<file path="config.mk">
export PLATFORM = sky130hd
export DESIGN_NAME = tmrf_core
export DESIGN_NICKNAME = d
export VERILOG_FILES = /design/src/tmrf_core.v
export VERILOG_INCLUDE_DIRS = /design/src
export SDC_FILE = /design/constraint.sdc
export NUM_CORES = 1
export LEC_CHECK = 0
export BUFFER_PORTS_ARGS = -buffer_cell sky130_fd_sc_hd__buf_2
export CAP_MARGIN = 40
export CORE_MARGIN = 5
export CORE_UTILIZATION = 45
export CTS_CLUSTER_SIZE = 30
export DETAILED_ROUTE_END_ITERATION = 8
export GPL_TIMING_DRIVEN = 1
export HOLD_SLACK_MARGIN = 0.05
export PLACE_DENSITY = 0.79
export SYNTH_ARGS = -nofsm -noshare
export SYNTH_HDL_FRONTEND = slang
export SYNTH_SLANG_ARGS = --single-unit
</file>
<file path="constraint.sdc">
create_clock -name mclk -period 1.6 [get_ports mclk]
set_input_delay 0.24 -clock mclk [delete_from_list [all_inputs] [get_ports mclk]]
set_output_delay 0.24 -clock mclk [all_outputs]
set_load 0.03 [all_outputs]
</file>
<file path="src/tmrf_regs.vh">
`ifndef TMRF_REGS_VH
`define TMRF_REGS_VH

// register indices; byte address is four times the index
`define TMRF_IDX_CNT        6'h04
`define TMRF_IDX_SYS_CTRL1  6'h06
`define TMRF_IDX_CH_IRQ_EN  6'h0C
`define TMRF_IDX_SYS_CTRL2  6'h0D
`define TMRF_IDX_CH_FLAGS   6'h0E
`define TMRF_IDX_OVF_FLAGS  6'h0F

// field positions
`define TMRF_CH_LSB         4
`define TMRF_CH_MSB         7
`define TMRF_BIT_OVF_IRQ_EN 7
`define TMRF_BIT_CNT_RST    3
`define TMRF_PRE_MSB        2
`define TMRF_PRE_LSB        0
`define TMRF_BIT_FAST_CLR   4
`define TMRF_BIT_OVF_FLAG   7

// reset values
`define TMRF_RST_CH_EN      4'h0
`define TMRF_RST_PRE        3'h0
`define TMRF_RST_BIT        1'b0

// counter limits
`define TMRF_CNT_ZERO       16'h0000
`define TMRF_CNT_MAX        16'hFFFF
`define TMRF_CNT_STEP       16'h0001
`define TMRF_PRE_ZERO       7'h00
`define TMRF_PRE_STEP       7'h01

`endif

</file>
<file path="src/tmrf_core.v">
`timescale 1ns/100ps
`include "tmrf_regs.vh"

// Function
// - each channel has an irq enable in bits 7..4 gating its event flag
// - overflow flag raises irq only while overflow irq enable bit 7 is set
// - counter reset enable bit 3 lets a channel 7 match zero the counter
// - reset enabled with channel 7 compare zero holds the counter at zero
// - reset enabled with compare all ones gives no overflow flag
// - reset period is compare times prescale width plus one bus clock
// - prescale select bits 2..0 divide the bus clock by two to the field
// - new prescale applies only when all prescale stages are zero
// - channel event flags in bits 7..4 set on capture or compare events
// - writing one clears a channel flag, writing zero leaves it
// - with fast clear, capture value read or compare value write clears channel flag
// - overflow flag bit 7 sets when the 16-bit counter wraps to zero
// - writing one to the overflow flag clears it
// - with fast clear, any counter access clears the overflow flag
// - enable and control registers read-write, flags readable, any time
// - fast clear is bit 4 of system control 1, else write-one only
module tmrf_core (
    // clock and reset
    input  wire        mclk,
    input  wire        reset,
    // apb slave
    input  wire        psel,
    input  wire        penable,
    input  wire        pwrite,
    input  wire [7:0]  paddr,
    input  wire [31:0] pwdata,
    output wire [31:0] prdata,
    output wire        pready,
    output wire        pslverr,
    // channel side, bit 0 is channel 4
    input  wire [3:0]  chan_event,
    input  wire [3:0]  chan_is_capture,
    input  wire [3:0]  chan_value_read,
    input  wire [3:0]  chan_value_write,
    input  wire [15:0] channel7_compare_value,
    // timer outputs
    output wire [15:0] free_running_counter,
    output wire        irq
);

    // software registers
    reg  [3:0]  ch_irq_en_ff;
    reg         ovf_irq_en_ff;
    reg         cnt_rst_ff;
    reg  [2:0]  pre_sel_ff;
    reg         fast_clr_ff;
    reg  [3:0]  ch_flag_ff;
    reg         ovf_flag_ff;

    // counter state
    reg  [2:0]  pre_act_ff;
    reg  [6:0]  pre_cnt_ff;
    reg  [15:0] cnt_ff;
    reg         hit7_ff;

    // bus outputs
    reg  [31:0] prdata_ff;
    reg         pready_ff;
    reg         pslverr_ff;
    reg         irq_ff;

    // next values
    reg  [2:0]  nxt_pre_act;
    reg  [6:0]  nxt_pre_cnt;
    reg  [15:0] nxt_cnt;
    reg         nxt_hit7;
    reg         ovf_event;
    reg  [31:0] nxt_rdata;
    reg         nxt_mapped;
    wire [3:0]  nxt_ch_flag;
    wire        nxt_ovf_flag;
    wire        nxt_irq;

    function addr_is;
        input [7:0] addr;
        input [5:0] idx;
        begin
            addr_is = (addr == {idx, 2'b00});
        end
    endfunction

    function [6:0] div_mask;
        input [2:0] sel;
        begin
            div_mask = (`TMRF_PRE_STEP << sel) - `TMRF_PRE_STEP;
        end
    endfunction

    // apb phases: pready_ff is high only in the one access cycle, so
    // access marks the edge at which writes land and read data is taken
    wire setup_ph = psel & ~penable;
    wire access   = psel & penable & pready_ff;
    wire wr_acc   = access & pwrite;
    wire rd_acc   = access & ~pwrite;

    wire sel_cnt  = addr_is(paddr, `TMRF_IDX_CNT);
    wire sel_sc1  = addr_is(paddr, `TMRF_IDX_SYS_CTRL1);
    wire sel_ien  = addr_is(paddr, `TMRF_IDX_CH_IRQ_EN);
    wire sel_sc2  = addr_is(paddr, `TMRF_IDX_SYS_CTRL2);
    wire sel_flg1 = addr_is(paddr, `TMRF_IDX_CH_FLAGS);
    wire sel_flg2 = addr_is(paddr, `TMRF_IDX_OVF_FLAGS);

    // per-register write strobes and the counter access strobe, taken at the access edge
    wire wr_sc1   = wr_acc & sel_sc1;
    wire wr_ien   = wr_acc & sel_ien;
    wire wr_sc2   = wr_acc & sel_sc2;
    wire wr_flg1  = wr_acc & sel_flg1;
    wire wr_flg2  = wr_acc & sel_flg2;
    wire acc_cnt  = access & sel_cnt;

    // a tick ends each prescale period; /1 ticks every cycle
    wire [6:0] pre_mask = div_mask(pre_act_ff);
    wire       tick     = ((pre_cnt_ff & pre_mask) == pre_mask);

    // the active divider only reloads when every stage is zero, so a
    // new selection never cuts a running period short
    always @* begin
        nxt_pre_act = pre_act_ff;
        if (pre_cnt_ff == `TMRF_PRE_ZERO) begin
            nxt_pre_act = pre_sel_ff;
        end
    end

    // match on channel 7 is registered one bus clock ahead of the counter reset
    wire [15:0] cnt_inc    = cnt_ff + `TMRF_CNT_STEP;
    wire        cnt_at_max = (cnt_ff == `TMRF_CNT_MAX);
    wire        cmp_zero   = (channel7_compare_value == `TMRF_CNT_ZERO);
    // compare zero pins the counter while the prescaler keeps running
    wire        hold_zero  = cnt_rst_ff & cmp_zero;
    wire        cmp_match  = cnt_rst_ff &
                             (cnt_inc == channel7_compare_value);

    always @* begin
        nxt_pre_cnt = pre_cnt_ff + `TMRF_PRE_STEP;
        nxt_cnt     = cnt_ff;
        nxt_hit7    = 1'b0;
        ovf_event   = 1'b0;
        if (hold_zero) begin
            nxt_cnt = `TMRF_CNT_ZERO;
        end else if (hit7_ff) begin
            // reset one bus clock after the match, restart prescaler so
            // the period is compare times width plus that one clock
            nxt_cnt     = `TMRF_CNT_ZERO;
            nxt_pre_cnt = `TMRF_PRE_ZERO;
        end else if (tick) begin
            nxt_cnt = cnt_inc;
            if (cnt_at_max) begin
                ovf_event = 1'b1;
            end
            if (cmp_match) begin
                nxt_hit7 = 1'b1;
            end
        end
    end
    // with compare at all ones the wrap goes via the match reset,
    // which never raises ovf_event

    // channel flags: set wins over every clear source
    genvar g;
    generate
        for (g = 0; g < 4; g = g + 1) begin : g_chan
            wire wr_clr   = wr_flg1 &
                            pwdata[`TMRF_CH_LSB + g];
            wire fast_clr = fast_clr_ff &
                            ((chan_value_read[g] & chan_is_capture[g]) |
                             (chan_value_write[g] &
                              ~chan_is_capture[g]));
            assign nxt_ch_flag[g] = chan_event[g] |
                                    (ch_flag_ff[g] &
                                     ~(wr_clr | fast_clr));
        end
    endgenerate

    wire ovf_wr_clr   = wr_flg2 &
                        pwdata[`TMRF_BIT_OVF_FLAG];
    // a hazard for software: any stray counter access drops a pending
    // overflow while fast clear is on
    wire ovf_fast_clr = fast_clr_ff & acc_cnt;
    assign nxt_ovf_flag = ovf_event |
                          (ovf_flag_ff &
                           ~(ovf_wr_clr | ovf_fast_clr));

    // interrupt requests, one per channel plus overflow
    wire [3:0] ch_irq_req;
    generate
        for (g = 0; g < 4; g = g + 1) begin : g_irq
            assign ch_irq_req[g] = nxt_ch_flag[g] & ch_irq_en_ff[g];
        end
    endgenerate
    wire ovf_irq_req = nxt_ovf_flag & ovf_irq_en_ff;
    assign nxt_irq = (|ch_irq_req) | ovf_irq_req;

    // read mux, unused bits zero
    always @* begin
        nxt_rdata  = 32'h00000000;
        nxt_mapped = 1'b1;
        if (sel_cnt) begin
            nxt_rdata[15:0] = cnt_ff;
        end else if (sel_sc1) begin
            nxt_rdata[`TMRF_BIT_FAST_CLR] = fast_clr_ff;
        end else if (sel_ien) begin
            nxt_rdata[`TMRF_CH_MSB:`TMRF_CH_LSB] = ch_irq_en_ff;
        end else if (sel_sc2) begin
            nxt_rdata[`TMRF_BIT_OVF_IRQ_EN] = ovf_irq_en_ff;
            nxt_rdata[`TMRF_BIT_CNT_RST]    = cnt_rst_ff;
            nxt_rdata[`TMRF_PRE_MSB:`TMRF_PRE_LSB] = pre_sel_ff;
        end else if (sel_flg1) begin
            nxt_rdata[`TMRF_CH_MSB:`TMRF_CH_LSB] = ch_flag_ff;
        end else if (sel_flg2) begin
            nxt_rdata[`TMRF_BIT_OVF_FLAG] = ovf_flag_ff;
        end else begin
            nxt_mapped = 1'b0;
        end
    end
    // only defined bits are stored, so the rest ignore writes

    // channel interrupt enables
    always @(posedge mclk) begin
        if (reset) begin
            ch_irq_en_ff <= `TMRF_RST_CH_EN;
        end else if (wr_ien) begin
            ch_irq_en_ff <= pwdata[`TMRF_CH_MSB:`TMRF_CH_LSB];
        end
    end

    // system control 2: overflow enable, match reset, prescale
    always @(posedge mclk) begin
        if (reset) begin
            ovf_irq_en_ff <= `TMRF_RST_BIT;
            cnt_rst_ff    <= `TMRF_RST_BIT;
            pre_sel_ff    <= `TMRF_RST_PRE;
        end else if (wr_sc2) begin
            ovf_irq_en_ff <= pwdata[`TMRF_BIT_OVF_IRQ_EN];
            cnt_rst_ff    <= pwdata[`TMRF_BIT_CNT_RST];
            pre_sel_ff    <= pwdata[`TMRF_PRE_MSB:`TMRF_PRE_LSB];
        end
    end

    // system control 1: fast flag clear
    always @(posedge mclk) begin
        if (reset) begin
            fast_clr_ff <= `TMRF_RST_BIT;
        end else if (wr_sc1) begin
            fast_clr_ff <= pwdata[`TMRF_BIT_FAST_CLR];
        end
    end

    // channel event flags
    always @(posedge mclk) begin
        if (reset) begin
            ch_flag_ff <= `TMRF_RST_CH_EN;
        end else begin
            ch_flag_ff <= nxt_ch_flag;
        end
    end

    // overflow flag
    always @(posedge mclk) begin
        if (reset) begin
            ovf_flag_ff <= `TMRF_RST_BIT;
        end else begin
            ovf_flag_ff <= nxt_ovf_flag;
        end
    end

    // irq follows the next flag values so it rises with the flag
    always @(posedge mclk) begin
        if (reset) begin
            irq_ff <= 1'b0;
        end else begin
            irq_ff <= nxt_irq;
        end
    end

    // prescaler
    always @(posedge mclk) begin
        if (reset) begin
            pre_act_ff <= `TMRF_RST_PRE;
            pre_cnt_ff <= `TMRF_PRE_ZERO;
        end else begin
            pre_act_ff <= nxt_pre_act;
            pre_cnt_ff <= nxt_pre_cnt;
        end
    end

    // free-running counter and pending match reset
    always @(posedge mclk) begin
        if (reset) begin
            cnt_ff  <= `TMRF_CNT_ZERO;
            hit7_ff <= 1'b0;
        end else begin
            cnt_ff  <= nxt_cnt;
            hit7_ff <= nxt_hit7;
        end
    end

    // apb answer: one access cycle, never a wait state
    always @(posedge mclk) begin
        if (reset) begin
            pready_ff  <= 1'b0;
            pslverr_ff <= 1'b0;
        end else begin
            pready_ff  <= setup_ph;
            pslverr_ff <= setup_ph & ~nxt_mapped;
        end
    end

    // read data is a snapshot taken at setup, dropped after the access
    always @(posedge mclk) begin
        if (reset) begin
            prdata_ff <= 32'h00000000;
        end else if (setup_ph) begin
            prdata_ff <= pwrite ? 32'h00000000 : nxt_rdata;
        end else if (rd_acc) begin
            prdata_ff <= 32'h00000000;
        end
    end

    assign prdata               = prdata_ff;
    assign pready               = pready_ff;
    assign pslverr              = pslverr_ff;
    assign irq                  = irq_ff;
    assign free_running_counter = cnt_ff;

endmodule // tmrf_core

</file>
Word-level counts from Yosys, hierarchy flattened
Index checks and enable logic that the tools add are counted.
{"block": "op_classes", "add_sub_neg": 3, "mul": 0, "div": 0, "order_cmp": 0, "eq_ne": 9, "shift": 1, "muxes": 29, "bitwise": 71, "reduce_logical": 6}
{"operator": "32-bit 2-to-1 mux", "n": 2}
{"operator": "1-bit AND", "n": 42}
{"operator": "8-bit by 6-bit == test with 1-bit output (second input constant)", "n": 4}
{"operator": "16-bit by 1-bit adder with 16-bit output (second input constant)", "n": 1}
{"operator": "16-bit == test", "n": 1}
{"operator": "16-bit == test (second input constant)", "n": 1}
{"operator": "8-bit by 5-bit == test with 1-bit output (second input constant)", "n": 2}
{"operator": "16-bit zero test", "n": 1}
{"operator": "16-bit 2-to-1 mux", "n": 1}
{"operator": "4-bit 2-to-1 mux", "n": 4}
{"operator": "8-bit 2-to-1 mux", "n": 2}
{"operator": "1-bit 2-to-1 mux", "n": 15}
{"operator": "1-bit bitwise OR", "n": 15}
{"operator": "7-bit 2-to-1 mux", "n": 2}
{"operator": "1-bit inverter", "n": 13}
{"operator": "3-bit 2-to-1 mux", "n": 3}
{"operator": "4-bit OR reduction", "n": 2}
{"operator": "7-bit by 1-bit adder with 7-bit output (second input constant)", "n": 1}
{"operator": "7-bit AND", "n": 1}
{"operator": "7-bit == test", "n": 1}
{"operator": "7-bit zero test", "n": 1}
{"operator": "1-bit by 3-bit << shifter with 7-bit output (first input constant)", "n": 1}
{"operator": "7-bit by 1-bit subtractor with 7-bit output (second input constant)", "n": 1}
{"operator": "3-bit OR reduction", "n": 1}
{"operator": "2-bit nonzero test", "n": 1}
{"block": "totals", "ff_bits": 77, "latch_bits": 0, "ram_bits": 0, "rom_bits": 0, "out_inout_bits": 51, "memories": 0}

Logic depth before layout (Yosys ltp)
Gate-level depths: netlist of the first run.
{"block": "depth", "ltp_word": 12, "mapped_depth": 8}

Worst setup path before layout of the first run
No wires, ideal clock.
{"block": "synth_timing", "path_type": "reg-to-reg", "startpoint": "reg cnt_ff[2], in the netlist free_running_counter[2]", "endpoint": "reg hit7_ff", "setup_ns": 0.088, "t_arrival_ns": 1.904, "required_time_ns": 1.512, "path_slack_ns": -0.391, "path_stages_with_launch": 8, "path_buffers": 1, "path_cell_list": "dfxtp_1 -> buf_4 -> nand3_1 -> or2_2 -> o32ai_1 -> mux2_2 -> a32oi_1 -> nor4_2"}
{"block": "synth_via", "elab_chain_cells": 4}
{"element": "start: declaration", "line": "tmrf_core.v:57", "rtl": "reg [15:0] cnt_ff;"}
{"element": "start signal: assignment", "line": "tmrf_core.v:293", "rtl": "cnt_ff <= `TMRF_CNT_ZERO;"}
{"element": "start signal: assignment", "line": "tmrf_core.v:296", "rtl": "cnt_ff <= nxt_cnt;"}
{"element": "16-bit by 1-bit adder with 16-bit output (no line)"}
{"element": "16-bit == test", "line": "tmrf_core.v:135", "rtl": "(cnt_inc == channel7_compare_value);"}
{"element": "1-bit AND", "line": "tmrf_core.v:134", "rtl": "wire cmp_match = cnt_rst_ff &"}
{"element": "1-bit 2-to-1 mux", "line": "tmrf_core.v:154", "rtl": "if (cmp_match) begin"}
{"element": "end signal: assignment", "line": "tmrf_core.v:297", "rtl": "hit7_ff <= nxt_hit7;"}
{"element": "end: declaration", "line": "tmrf_core.v:58", "rtl": "reg hit7_ff;"}
No other way between the ends.
A chain may end at the register's enable or synchronous reset.

Worst setup path in the final report of the first run
{"block": "layout_timing", "startpoint": "reg cnt_ff[3], in the netlist free_running_counter[3]", "endpoint": "reg hit7_ff"}
The elaborated chain is that of the path after synthesis.

==> results.toml, run 1 <==
[timing]
finalHoldViolCount = 0
slew_viol_final = 0
worst_hold_slack_ns = 0.135
final-setup-viol-count = 27
max_clock_freq_mhz = 551
rsz0062_at_grt = "true"
final.setup.worst_slack_ns = -0.216
worst_setup_skew_after_layout_ns = 0.00890
final.min_clock_period_ns = 1.82
min_period_over_period_pct = 113

[yosys]
yosysWarningCount = 0
yosys-top-cells-count = "nor2_1 (63), dfxtp_1 (61), nand2_1 (29)"
yosys_register_bits = 61
postSynth.topFlopCell = "dfxtp_1"
synth-async-reset-ratio_pct = 0
main_combinational_cell_family_by_area_after_synthesis = "simple AND/OR/NAND/NOR gates"
synth_edf_count = 0
proportion_of_synthesized_area_in_mux_cells_pct = 5.89
synth_simple_gate_area_share_pct = 25.5
yosys.area_share.xor_xnor_pct = 10.5
synth.cell_area_um2 = 3500
synth_top_cells_by_area = "dfxtp_1 (35%), nor2_1 (6.7%), xor2_1 (6.0%)"
yosysTopAreaCell = "dfxtp_1"
post_synth_num_cell_types = 61
synth_compound_area_share_pct = 13.3
synthesized_area_fraction_occupied_by_adder_cells_pct = 1.07
syn-mean-instance-area_um2 = 8.59
synthMostInstantiatedCell = "nor2_1"
share_of_synthesized_area_occupied_by_flip_flops_and_latches_pct = 34.8
post_synth_inst_count = 408
synth_top_cell_area_share_pct = 34.8

[finish]
area.growth.synth_to_final_pct = 44.2
final_nets = 657
n_fill_cell = 623
antenna-diode-count = 0
drive_above_1_share_pct = 45.4

[routing]
vias = 3657
detail_route.drc_violations = 0
drtAntennaViolNets = 0
drt-total-wl_um = 11200
vias_per_cell = 5.35
dr.pass1.iters = 4
detailed_router_s_first_iteration_violation_count = 162
wire_per_inst_um = 16.4

[clock_network]
tritoncts.num_buffers = 9
clock_sinks = 61
clock_tree_from_tritoncts = "done"
skew_pair_late_insertion_delay_ns = 0.34
cts_hold_buffers = 0
clock_transition_at_the_registers_of_the_reported_paths_ns = 0.07
clock-root-buffer = "clkbuf_8"
ctsHtreeMaxLevel = 3
clk_path_buf_depth = 2

[global_routing]
pin_count_of_the_biggest_net_entering_global_routing = 19
first_global_vias = 3807
global_router_s_overall_resource_usage_pct = 22.6
overflow = 0
grt_first_pass_wirelength_um = 17900
grt_antenna_before_repair = 0

[run_status]
violations = "negative setup slack"
run_status = "complete, but fails checks"

[min_path]
worstHoldPathCells = 3
worst_hold_path_type = "in2reg"
hp-start = "pwdata[1]"
end_of_the_worst_hold_path = "pre_sel_ff[1]"

[setup_path]
r2r_cells = 6
worstPathRequired_ns = 1.84
r2r-end = "hit7_ff"
setup.reg_to_reg.worst_slack_ns = -0.22
crit_fanout = 7
timing.setup.critical_path_class = "reg2reg"
start_kind = "flip-flop"
crit_path_end_kind = "flip-flop"
crit_arrival_ns = 2.06
reg2reg_from = "free_running_counter[3]"

[floorplanning]
io-pin-count = 128
placement_rows = 32
initial_core_util_pct = 45.8
die-area_um2 = 9650
die_h_um = 98.3
die_span_x_um = 98.3
floorplan_core_area_um2 = 7650

[flow_run]
cap_viol_max_count = 0

[place]
gp_routability_congestion = 0.931
dp.final_hpwl_um = 8130
io_buffers = 87
post-place-ws_ns = -0.257

[pwr]
static_leakage_power_nw = 2.27
ir_worst_vdd_mv = 0.480
power_density_nw_per_um2 = 646
totalPowerFinal_mw = 3.27
## logic make-up (layout without fill, tap and decap cells)
kind of cell | count (synthesis) | count (layout)
flops | 61 | 61
fa+ha+maj | 3 | 3
other cells | 1 | 16
mux | 20 | 20
compound gates | 59 | 59
xor+xnor | 42 | 42
simple gates | 172 | 172
buf+inv | 50 | 209
## how the worst max path moves through the flow
stage	start	to	slack, ns	depth (start not counted)
2_1_floorplan	free_running_counter[10]	hit7_ff	-0.16	7
3_3_place_gp	paddr[6]	prdata[7]	-0.23	9
3_5_place_dp	paddr[6]	prdata[7]	-0.26	9
4_1_cts	pre_act_ff[1]	irq	-0.19	7
5_1_grt	free_running_counter[3]	hit7_ff	-0.34	6
6_report	free_running_counter[3]	hit7_ff	-0.22	6
## critical path: stages (launching register included)
cell     delay, ns
dfxtp_4       0.41
xor2_1        0.29
xnor2_2       0.16
nand4_1       0.12
nor4_2        0.30
nand4_1       0.15
nor4_2        0.28
## what timing repair did
item | CTS | global route
endpoints found under the setup margin | 31 | 40
setup buffers | 6 | 5
pin swaps | 12 | 19
resized for setup | 24 | 25
## routing by layer
metal  global-route usage, %  wire [um]  up-vias
met5                       0          0        -
met4                    9.24        354        0
met3                    5.07        746       32
met2                    39.3       5720      159
met1                    26.7       4410     1717
li1                        -          -     1749
## cells in the final DEF (no fill, tap or decap), types with 10 or more instances in the layout
cell,count
dfxtp_4,10
nor2_1,60
inv_1,12
clkbuf_8,10
xnor2_1,17
buf_2,87
xor2_1,24
a21oi_1,13
conb_1,16
nand2_1,25
mux2i_1,14
buf_4,87
a22oi_1,12
nand3_1,11
nand4_1,13
dfxtp_1,43
## report_power, final
part           switching (mW)  internal, mW
registers              0.0229          1.53
logic                   0.281         0.210
clock network           0.625         0.597
## per-stage QoR
stage | cells | utilization, % | area (um2) | setup TNS [ns]
floorplan | 423 | - | 3660 | -0.417
global placement | 658 | 59.7 | 4570 | -5.63
detailed placement | 658 | 59.7 | 4570 | -6.98
CTS | 680 | 64.3 | 4910 | -2.47
global route | 684 | 66.1 | 5050 | -4.68
finish | 684 | 66.1 | 5050 | -2.62
## flip-flops by register name, indices dropped and copies added (netlist names), 3 cells and up
register              cells
free_running_counter     16
prdata                   16
pre_cnt_ff                7
ch_flag_ff                4
ch_irq_en_ff              4
pre_act_ff                3
pre_sel_ff                3
## cell type report
type,count,area (um2),area share [%]
Clock buffer,10,138,2.72
Clock inverter,6,38.8,0.767
Inverter,12,45.0,0.891
Multi-Input combinational cell,312,2260,44.7
Sequential cell,61,1270,25.1
Tap cell,102,128,2.52
Timing Repair Buffer,181,1180,23.3
Note: power is estimated with default switching activity, not from simulation.
==> inputs of run 2 (changes only) <==
--- a/config.mk
+++ b/config.mk
@@ -6,15 +6,16 @@
 export SDC_FILE = /design/constraint.sdc
 export NUM_CORES = 1
 export LEC_CHECK = 0
+export ABC_AREA = 1
 export BUFFER_PORTS_ARGS = -buffer_cell sky130_fd_sc_hd__buf_2
 export CAP_MARGIN = 40
 export CORE_MARGIN = 5
-export CORE_UTILIZATION = 45
-export CTS_CLUSTER_SIZE = 30
+export CORE_UTILIZATION = 54
+export CTS_CLUSTER_SIZE = 25
 export DETAILED_ROUTE_END_ITERATION = 8
 export GPL_TIMING_DRIVEN = 1
 export HOLD_SLACK_MARGIN = 0.05
-export PLACE_DENSITY = 0.79
+export PLACE_DENSITY = 0.88
 export SYNTH_ARGS = -nofsm -noshare
 export SYNTH_HDL_FRONTEND = slang
 export SYNTH_SLANG_ARGS = --single-unit
==> constraint.sdc (replaced) <==
create_clock -name mclk -period 2.15 [get_ports mclk]
set_input_delay 0.3225 -clock mclk [delete_from_list [all_inputs] [get_ports mclk]]
set_output_delay 0.3225 -clock mclk [all_outputs]
set_load 0.03 [all_outputs]
==> results.toml, run 2 <==
[run_status]
run_status = "finished clean"

[global_routing]
overflow = 0
pin_count_of_the_biggest_net_entering_global_routing = 26
global_router_s_overall_resource_usage_pct = 23.7
grt_first_pass_wirelength_um = 16300
grt_antenna_before_repair = 0
first_global_vias = 3662

[yosys]
synth_edf_count = 0
synth_top_cells_by_area = "dfxtp_1 (34%), nand2_1 (14%), inv_1 (7.7%)"
synth-async-reset-ratio_pct = 0
post_synth_inst_count = 556
yosys_register_bits = 61
yosysWarningCount = 0
synthMostInstantiatedCell = "nand2_1"
synth.cell_area_um2 = 3640
yosys-top-cells-count = "nand2_1 (139), inv_1 (75), dfxtp_1 (61)"
synth_top_cell_area_share_pct = 33.6
syn-mean-instance-area_um2 = 6.54
postSynth.topFlopCell = "dfxtp_1"
share_of_synthesized_area_occupied_by_flip_flops_and_latches_pct = 33.6
post_synth_num_cell_types = 31
yosysTopAreaCell = "dfxtp_1"

[finish]
instances_no_fill = 730
antenna-diode-count = 0
stdcell_area_um2 = 4250
drive_above_1_share_pct = 19.8
layout.cells.most_common_list = "nand2_1 (139), buf_2 (87), inv_1 (75)"
commonest_non_fill_non_tap_cell_in_the_layout = "nand2_1"
layout.area.seq_um2 = 1220
area.growth.synth_to_final_pct = 17.0
multi_input_comb_area_um2 = 1990
n_fill_cell = 604
final_nets = 725

[setup_path]
start_kind = "flip-flop"
crit_path_cell_trace = "ha_1, nand2_1, nor2_2, nand2_1, nand3_1, nand3_1, nor2_1, nand3_1, nor2_1, nand3_1, nor2_1"
critical_path.max_stage_delay_ns = 0.34
timing.setup.critical_path_class = "reg2reg"
worst_path_max_delay_cell = "dfxtp_1"
crit_arrival_ns = 2.06
worstPathRequired_ns = 2.43
cp_common_cell = "nand3_1"
crit_path_end_kind = "flip-flop"
crit_fanout = 6

[clock_network]
clock-root-buffer = "clkbuf_8"
clock_sinks = 61
post_cts_resized = 0
tritoncts.num_buffers = 9
clk_path_buf_depth = 2
post_cts_repair_setup_buffers = 0
ctsHtreeMaxLevel = 3
cts_hold_buffers = 0
clock_transition_at_the_registers_of_the_reported_paths_ns = 0.07
clock_tree_from_tritoncts = "done"
skew_pair_late_insertion_delay_ns = 0.34

[pwr]
power.sequential.fraction_pct = 41.6
combPwrFrac_pct = 26.6
switching_power_mw = 1.18
power.share.switching_pct = 36.4
power.internal_mw = 2.06
ir_worst_vdd_mv = 0.527
static_leakage_power_nw = 1.96
power_density_nw_per_um2 = 763
totalPowerFinal_mw = 3.24
share_of_total_power_in_the_clock_network_pct = 31.8

[timing]
final.setup.worst_slack_ns = 0.367
max_clock_freq_mhz = 561
final-setup-viol-count = 0
finalHoldViolCount = 0
rsz0062_at_grt = "false"
final.min_clock_period_ns = 1.78
min_period_over_period_pct = 82.9
worst_setup_skew_after_layout_ns = 0.0100
totalNegativeSetupSlack_ns = 0
slew_viol_final = 0

[place]
gp_routability_congestion = 0.938
placement.cell_area_um2 = 4060
post-place-ws_ns = 0.427
io_buffers = 87
dp.final_hpwl_um = 7570
cells_after_dpl = 714

[floorplanning]
initial_core_util_pct = 54.4
floorplan_core_area_um2 = 6680
die_span_x_um = 92.1
io-pin-count = 128
die_h_um = 92.1
die-area_um2 = 8470
placement_rows = 30

[routing]
wire_per_inst_um = 13.8
detail_route.drc_violations = 0
dr.pass1.iters = 6
vias_per_cell = 5.40
drtAntennaViolNets = 0
drt-total-wl_um = 10100
detailed_router_s_first_iteration_violation_count = 254
vias = 3945

[min_path]
worst_hold_path_type = "in2reg"

[flow_run]
cap_viol_max_count = 0
-- run 2: cell types whose count changed in the layout (fill, tap and decap cells not counted), sizes merged, moves of 15 or more --
cell | previous run | this run
a21oi | 13 | 50
xor2 | 24 | 5
inv | 12 | 79
o21ai | 8 | 38
nand2 | 31 | 145
nand3 | 16 | 46
mux2i | 15 | 0
buf | 181 | 89
xnor2 | 18 | 2
-- run 2: final timing paths --
kind              slack, ns               startpoint               to  cells after the start
setup / recovery       0.37  free_running_counter[1]          hit7_ff                     11
hold / removal         0.23                pwdata[5]  ch_irq_en_ff[1]                      3
setup reg to reg       0.37  free_running_counter[1]          hit7_ff                     11
hold reg to reg        0.46                prdata[8]        prdata[8]                      2
-- run 2: logic make-up (layout without fill, tap and decap cells) --
logic type	count (synthesis)	count (layout)	share of synthesized area [%]
other	1	16	0.103
XOR/XNOR	10	10	3.54
adder cells (fa/ha/maj)	3	3	1.03
buffers and inverters	105	184	13.2
AO/OA/AOI/OAI	103	103	15.0
AND/OR/NAND/NOR	273	273	33.6
flip-flops	61	61	33.6
-- run 2: power groups by stage --
stage          clock network, mW  logic, mW  registers (mW)
2_1_floorplan                  0      0.512            1.48
3_3_place_gp                   0      0.820            1.37
3_5_place_dp                   0      0.845            1.37
4_1_cts                     1.03      0.858            1.35
5_1_grt                     1.09      0.949            1.36
6_report                    1.03      0.861            1.35
-- run 2: layer usage --
metal | vias to the layer above | track usage [%] | part of all wire, %
li1 | 1939 | - | -
met1 | 1760 | 29.3 | 40
met2 | 216 | 39.2 | 49
met5 | - | 0 | 0
met3 | 30 | 4.76 | 9.4
met4 | 0 | 12.0 | 2.3
-- run 2: through the flow --
step	hold slack, ns	util, %
after floorplan	0.434	-
after global placement	0.454	60.8
after detailed placement	0.457	60.8
after CTS	0.224	63.7
after global routing	0.243	63.7
final	0.232	63.7
-- run 2: final cells by class --
class	instances	share of cell area (%)
multi-input cells	405	46.8
flip-flops and latches	61	28.7
repair buffers	89	10.6
inverters	79	6.97
clock buffers	12	3.41
well taps	80	2.35
clock inverters	4	1.12
-- run 2: worst max-delay path, delay by kind of cell, from the launching register on --
kind | cells | cell delay, ns
simple gates | 10 | 1.08
fa+ha+maj | 1 | 0.29
flops | 1 | 0.34
==> inputs of run 3 (changes only) <==
--- a/config.mk
+++ b/config.mk
@@ -10,12 +10,12 @@
 export BUFFER_PORTS_ARGS = -buffer_cell sky130_fd_sc_hd__buf_2
 export CAP_MARGIN = 40
 export CORE_MARGIN = 5
-export CORE_UTILIZATION = 54
+export CORE_UTILIZATION = 46
 export CTS_CLUSTER_SIZE = 25
 export DETAILED_ROUTE_END_ITERATION = 8
 export GPL_TIMING_DRIVEN = 1
 export HOLD_SLACK_MARGIN = 0.05
-export PLACE_DENSITY = 0.88
+export PLACE_DENSITY = 0.8
 export SYNTH_ARGS = -nofsm -noshare
 export SYNTH_HDL_FRONTEND = slang
 export SYNTH_SLANG_ARGS = --single-unit
==> constraint.sdc (replaced) <==
create_clock -name mclk -period 1.54 [get_ports mclk]
set_input_delay 0.231 -clock mclk [delete_from_list [all_inputs] [get_ports mclk]]
set_output_delay 0.231 -clock mclk [all_outputs]
set_load 0.03 [all_outputs]
==> results.toml, run 3 (synthesis gave the netlist of run 2 again) <==
[run_status]
run_status = "complete, but fails checks"
violations = "negative setup slack"

[finish]
final_nets = 761
commonest_non_fill_non_tap_cell_in_the_layout = "nand2_1"
n_fill_cell = 684
layout.area.seq_um2 = 1240
drive_above_1_share_pct = 28.3
layout.cells.most_common_list = "nand2_1 (131), buf_2 (87), inv_1 (73)"
area.growth.synth_to_final_pct = 28.8
multi_input_comb_area_um2 = 2060
antenna-diode-count = 0

[setup_path]
timing.setup.critical_path_class = "reg2reg"
worstSetupPathDepth = 11
crit_path_cell_trace = "ha_2, buf_4, nand3_1, nand2_1, nand3_1, nand3_1, nor2_1, nand3_1, nor2_1, nand3_1, nor2_1"
r2r_cells = 11
r2r-end = "hit7_ff"
start_kind = "flip-flop"
crit_start = "free_running_counter[0]"
crit_arrival_ns = 1.86
crit_family = "simple AND/OR/NAND/NOR gates"
worstPathRequired_ns = 1.82
path_buf_inv = 1
crit_path_end = "hit7_ff"
reg2reg_from = "free_running_counter[0]"
crit_fanout = 4
worst_path_max_delay_cell = "dfxtp_4"
cp_common_cell = "nand3_1"
setup.reg_to_reg.worst_slack_ns = -0.04
critical_path.max_stage_delay_ns = 0.35
crit_path_end_kind = "flip-flop"

[floorplanning]
die_span_x_um = 98.9
initial_core_util_pct = 47.1
io-pin-count = 128
placement_rows = 32
die_h_um = 98.9
die-area_um2 = 9780
floorplan_core_area_um2 = 7730

[routing]
vias_per_cell = 5.18
wl_met2_um = 5220
detailed_router_s_first_iteration_violation_count = 215
drtAntennaViolNets = 0
vias = 4075
drt-total-wl_um = 10700
dr.pass1.iters = 5
dr.max_layer_used = "met4"
route.met3.wl_um = 979
detail_route.drc_violations = 0
wire_per_inst_um = 13.6
drt-met1-wl_um = 4380

[timing]
max_clock_freq_mhz = 634
slew_viol_final = 0
final.min_clock_period_ns = 1.58
worst_setup_skew_after_layout_ns = 0.00855
finalHoldViolCount = 0
final-setup-viol-count = 1
totalNegativeSetupSlack_ns = -0.0367
rsz0062_at_grt = "true"
final.setup.worst_slack_ns = -0.0367
min_period_over_period_pct = 102

[global_routing]
global_router_s_overall_resource_usage_pct = 21.3
grt_antenna_before_repair = 0
pin_count_of_the_biggest_net_entering_global_routing = 20
first_global_vias = 3913
grt_first_pass_wirelength_um = 17200
overflow = 0

[pwr]
static_leakage_power_nw = 2.17
power.share.switching_pct = 35.6
power.sequential.fraction_pct = 39.2
share_of_total_power_in_the_clock_network_pct = 30.6
power_density_nw_per_um2 = 1020
combPwrFrac_pct = 30.2
switching_power_mw = 1.70
power.internal_mw = 3.08
ir_worst_vdd_mv = 0.591

[clock_network]
clock_sinks = 61
clock-root-buffer = "clkbuf_8"
clk_path_buf_depth = 2
ctsHtreeMaxLevel = 3
tritoncts.num_buffers = 9
skew_pair_late_insertion_delay_ns = 0.34
cts_hold_buffers = 0
clock_tree_from_tritoncts = "done"
clock_transition_at_the_registers_of_the_reported_paths_ns = 0.07

[flow_run]
cap_viol_max_count = 0

[place]
gp_routability_congestion = 0.922
io_buffers = 87
dp.final_hpwl_um = 8030
post-place-ws_ns = -0.0657

[min_path]
worst_hold_path_type = "in2reg"
-- run 3: cell count changes in the layout (fill, tap and decap cells not counted), sizes merged --
cell and change:
buf +35, clkbuf -1, clkinvlp +2, inv -1
-- run 3: power groups by stage --
| stage | Sequential (mW) | Clock (mW) | Combinational, mW |
|---|---|---|---|
| after global routing | 1.90 | 1.55 | 1.58 |
| after detailed placement | 1.90 | 0 | 1.36 |
| after floorplan | 2.08 | 0 | 0.717 |
| after global placement | 1.89 | 0 | 1.33 |
| after CTS | 1.86 | 1.48 | 1.37 |
| final | 1.88 | 1.46 | 1.45 |
-- run 3: metal layers --
metal  vias to the layer above  track usage (%)
met5                         -                0
met4                         0             7.25
met3                        18             5.52
met2                       186             36.5
met1                      1862             25.9
li1                       2009                -
-- run 3: how the worst min path moves through the flow --
| stage | start | to | cells after the start |
|---|---|---|---|
| floorplan | pwdata[4] | ch_irq_en_ff[0] | 2 |
| global placement | pre_sel_ff[2] | pre_sel_ff[2] | 2 |
| detailed placement | pre_sel_ff[0] | pre_sel_ff[0] | 2 |
| CTS | pwdata[6] | ch_irq_en_ff[2] | 3 |
| global route | pwdata[5] | ch_irq_en_ff[1] | 3 |
| finish | pwdata[6] | ch_irq_en_ff[2] | 3 |
-- run 3: stage by stage --
step,hold WS (ns),area (um2),util (%),power [mW],cells
floorplan,0.366,3710,-,2.80,571
global placement,0.449,4350,56.2,3.22,765
detailed placement,0.454,4350,56.2,3.26,765
CTS,0.125,4550,58.9,4.72,780
global route,0.153,4680,60.6,5.02,787
finish,0.137,4680,60.6,4.79,787
-- run 3: cell type report --
cell class | count | area share (%)
clock inverter | 4 | 1.02
multi-input combinational | 405 | 44.0
sequential | 61 | 26.5
inverter | 79 | 6.41
timing repair inverter | 1 | 0.160
tap | 102 | 2.73
timing repair buffer | 124 | 15.9
clock buffer | 11 | 3.23
-- run 3: timing repair --
item,CTS,global route
gates resized for setup,2,28
endpoints found under the setup margin,1,34
gates cloned,0,1
setup buffers,0,6
pin swaps,0,6
hold endpoints to repair,0,0
-- run 3: worst register-to-register path, stage by stage, from the launching register on --
cell and delay, ns:
dfxtp_4 0.35, ha_2 0.21, buf_4 0.15, nand3_1 0.07, nand2_1 0.08, nand3_1 0.09
nand3_1 0.08, nor2_1 0.10, nand3_1 0.09, nor2_1 0.14, nand3_1 0.08, nor2_1 0.08
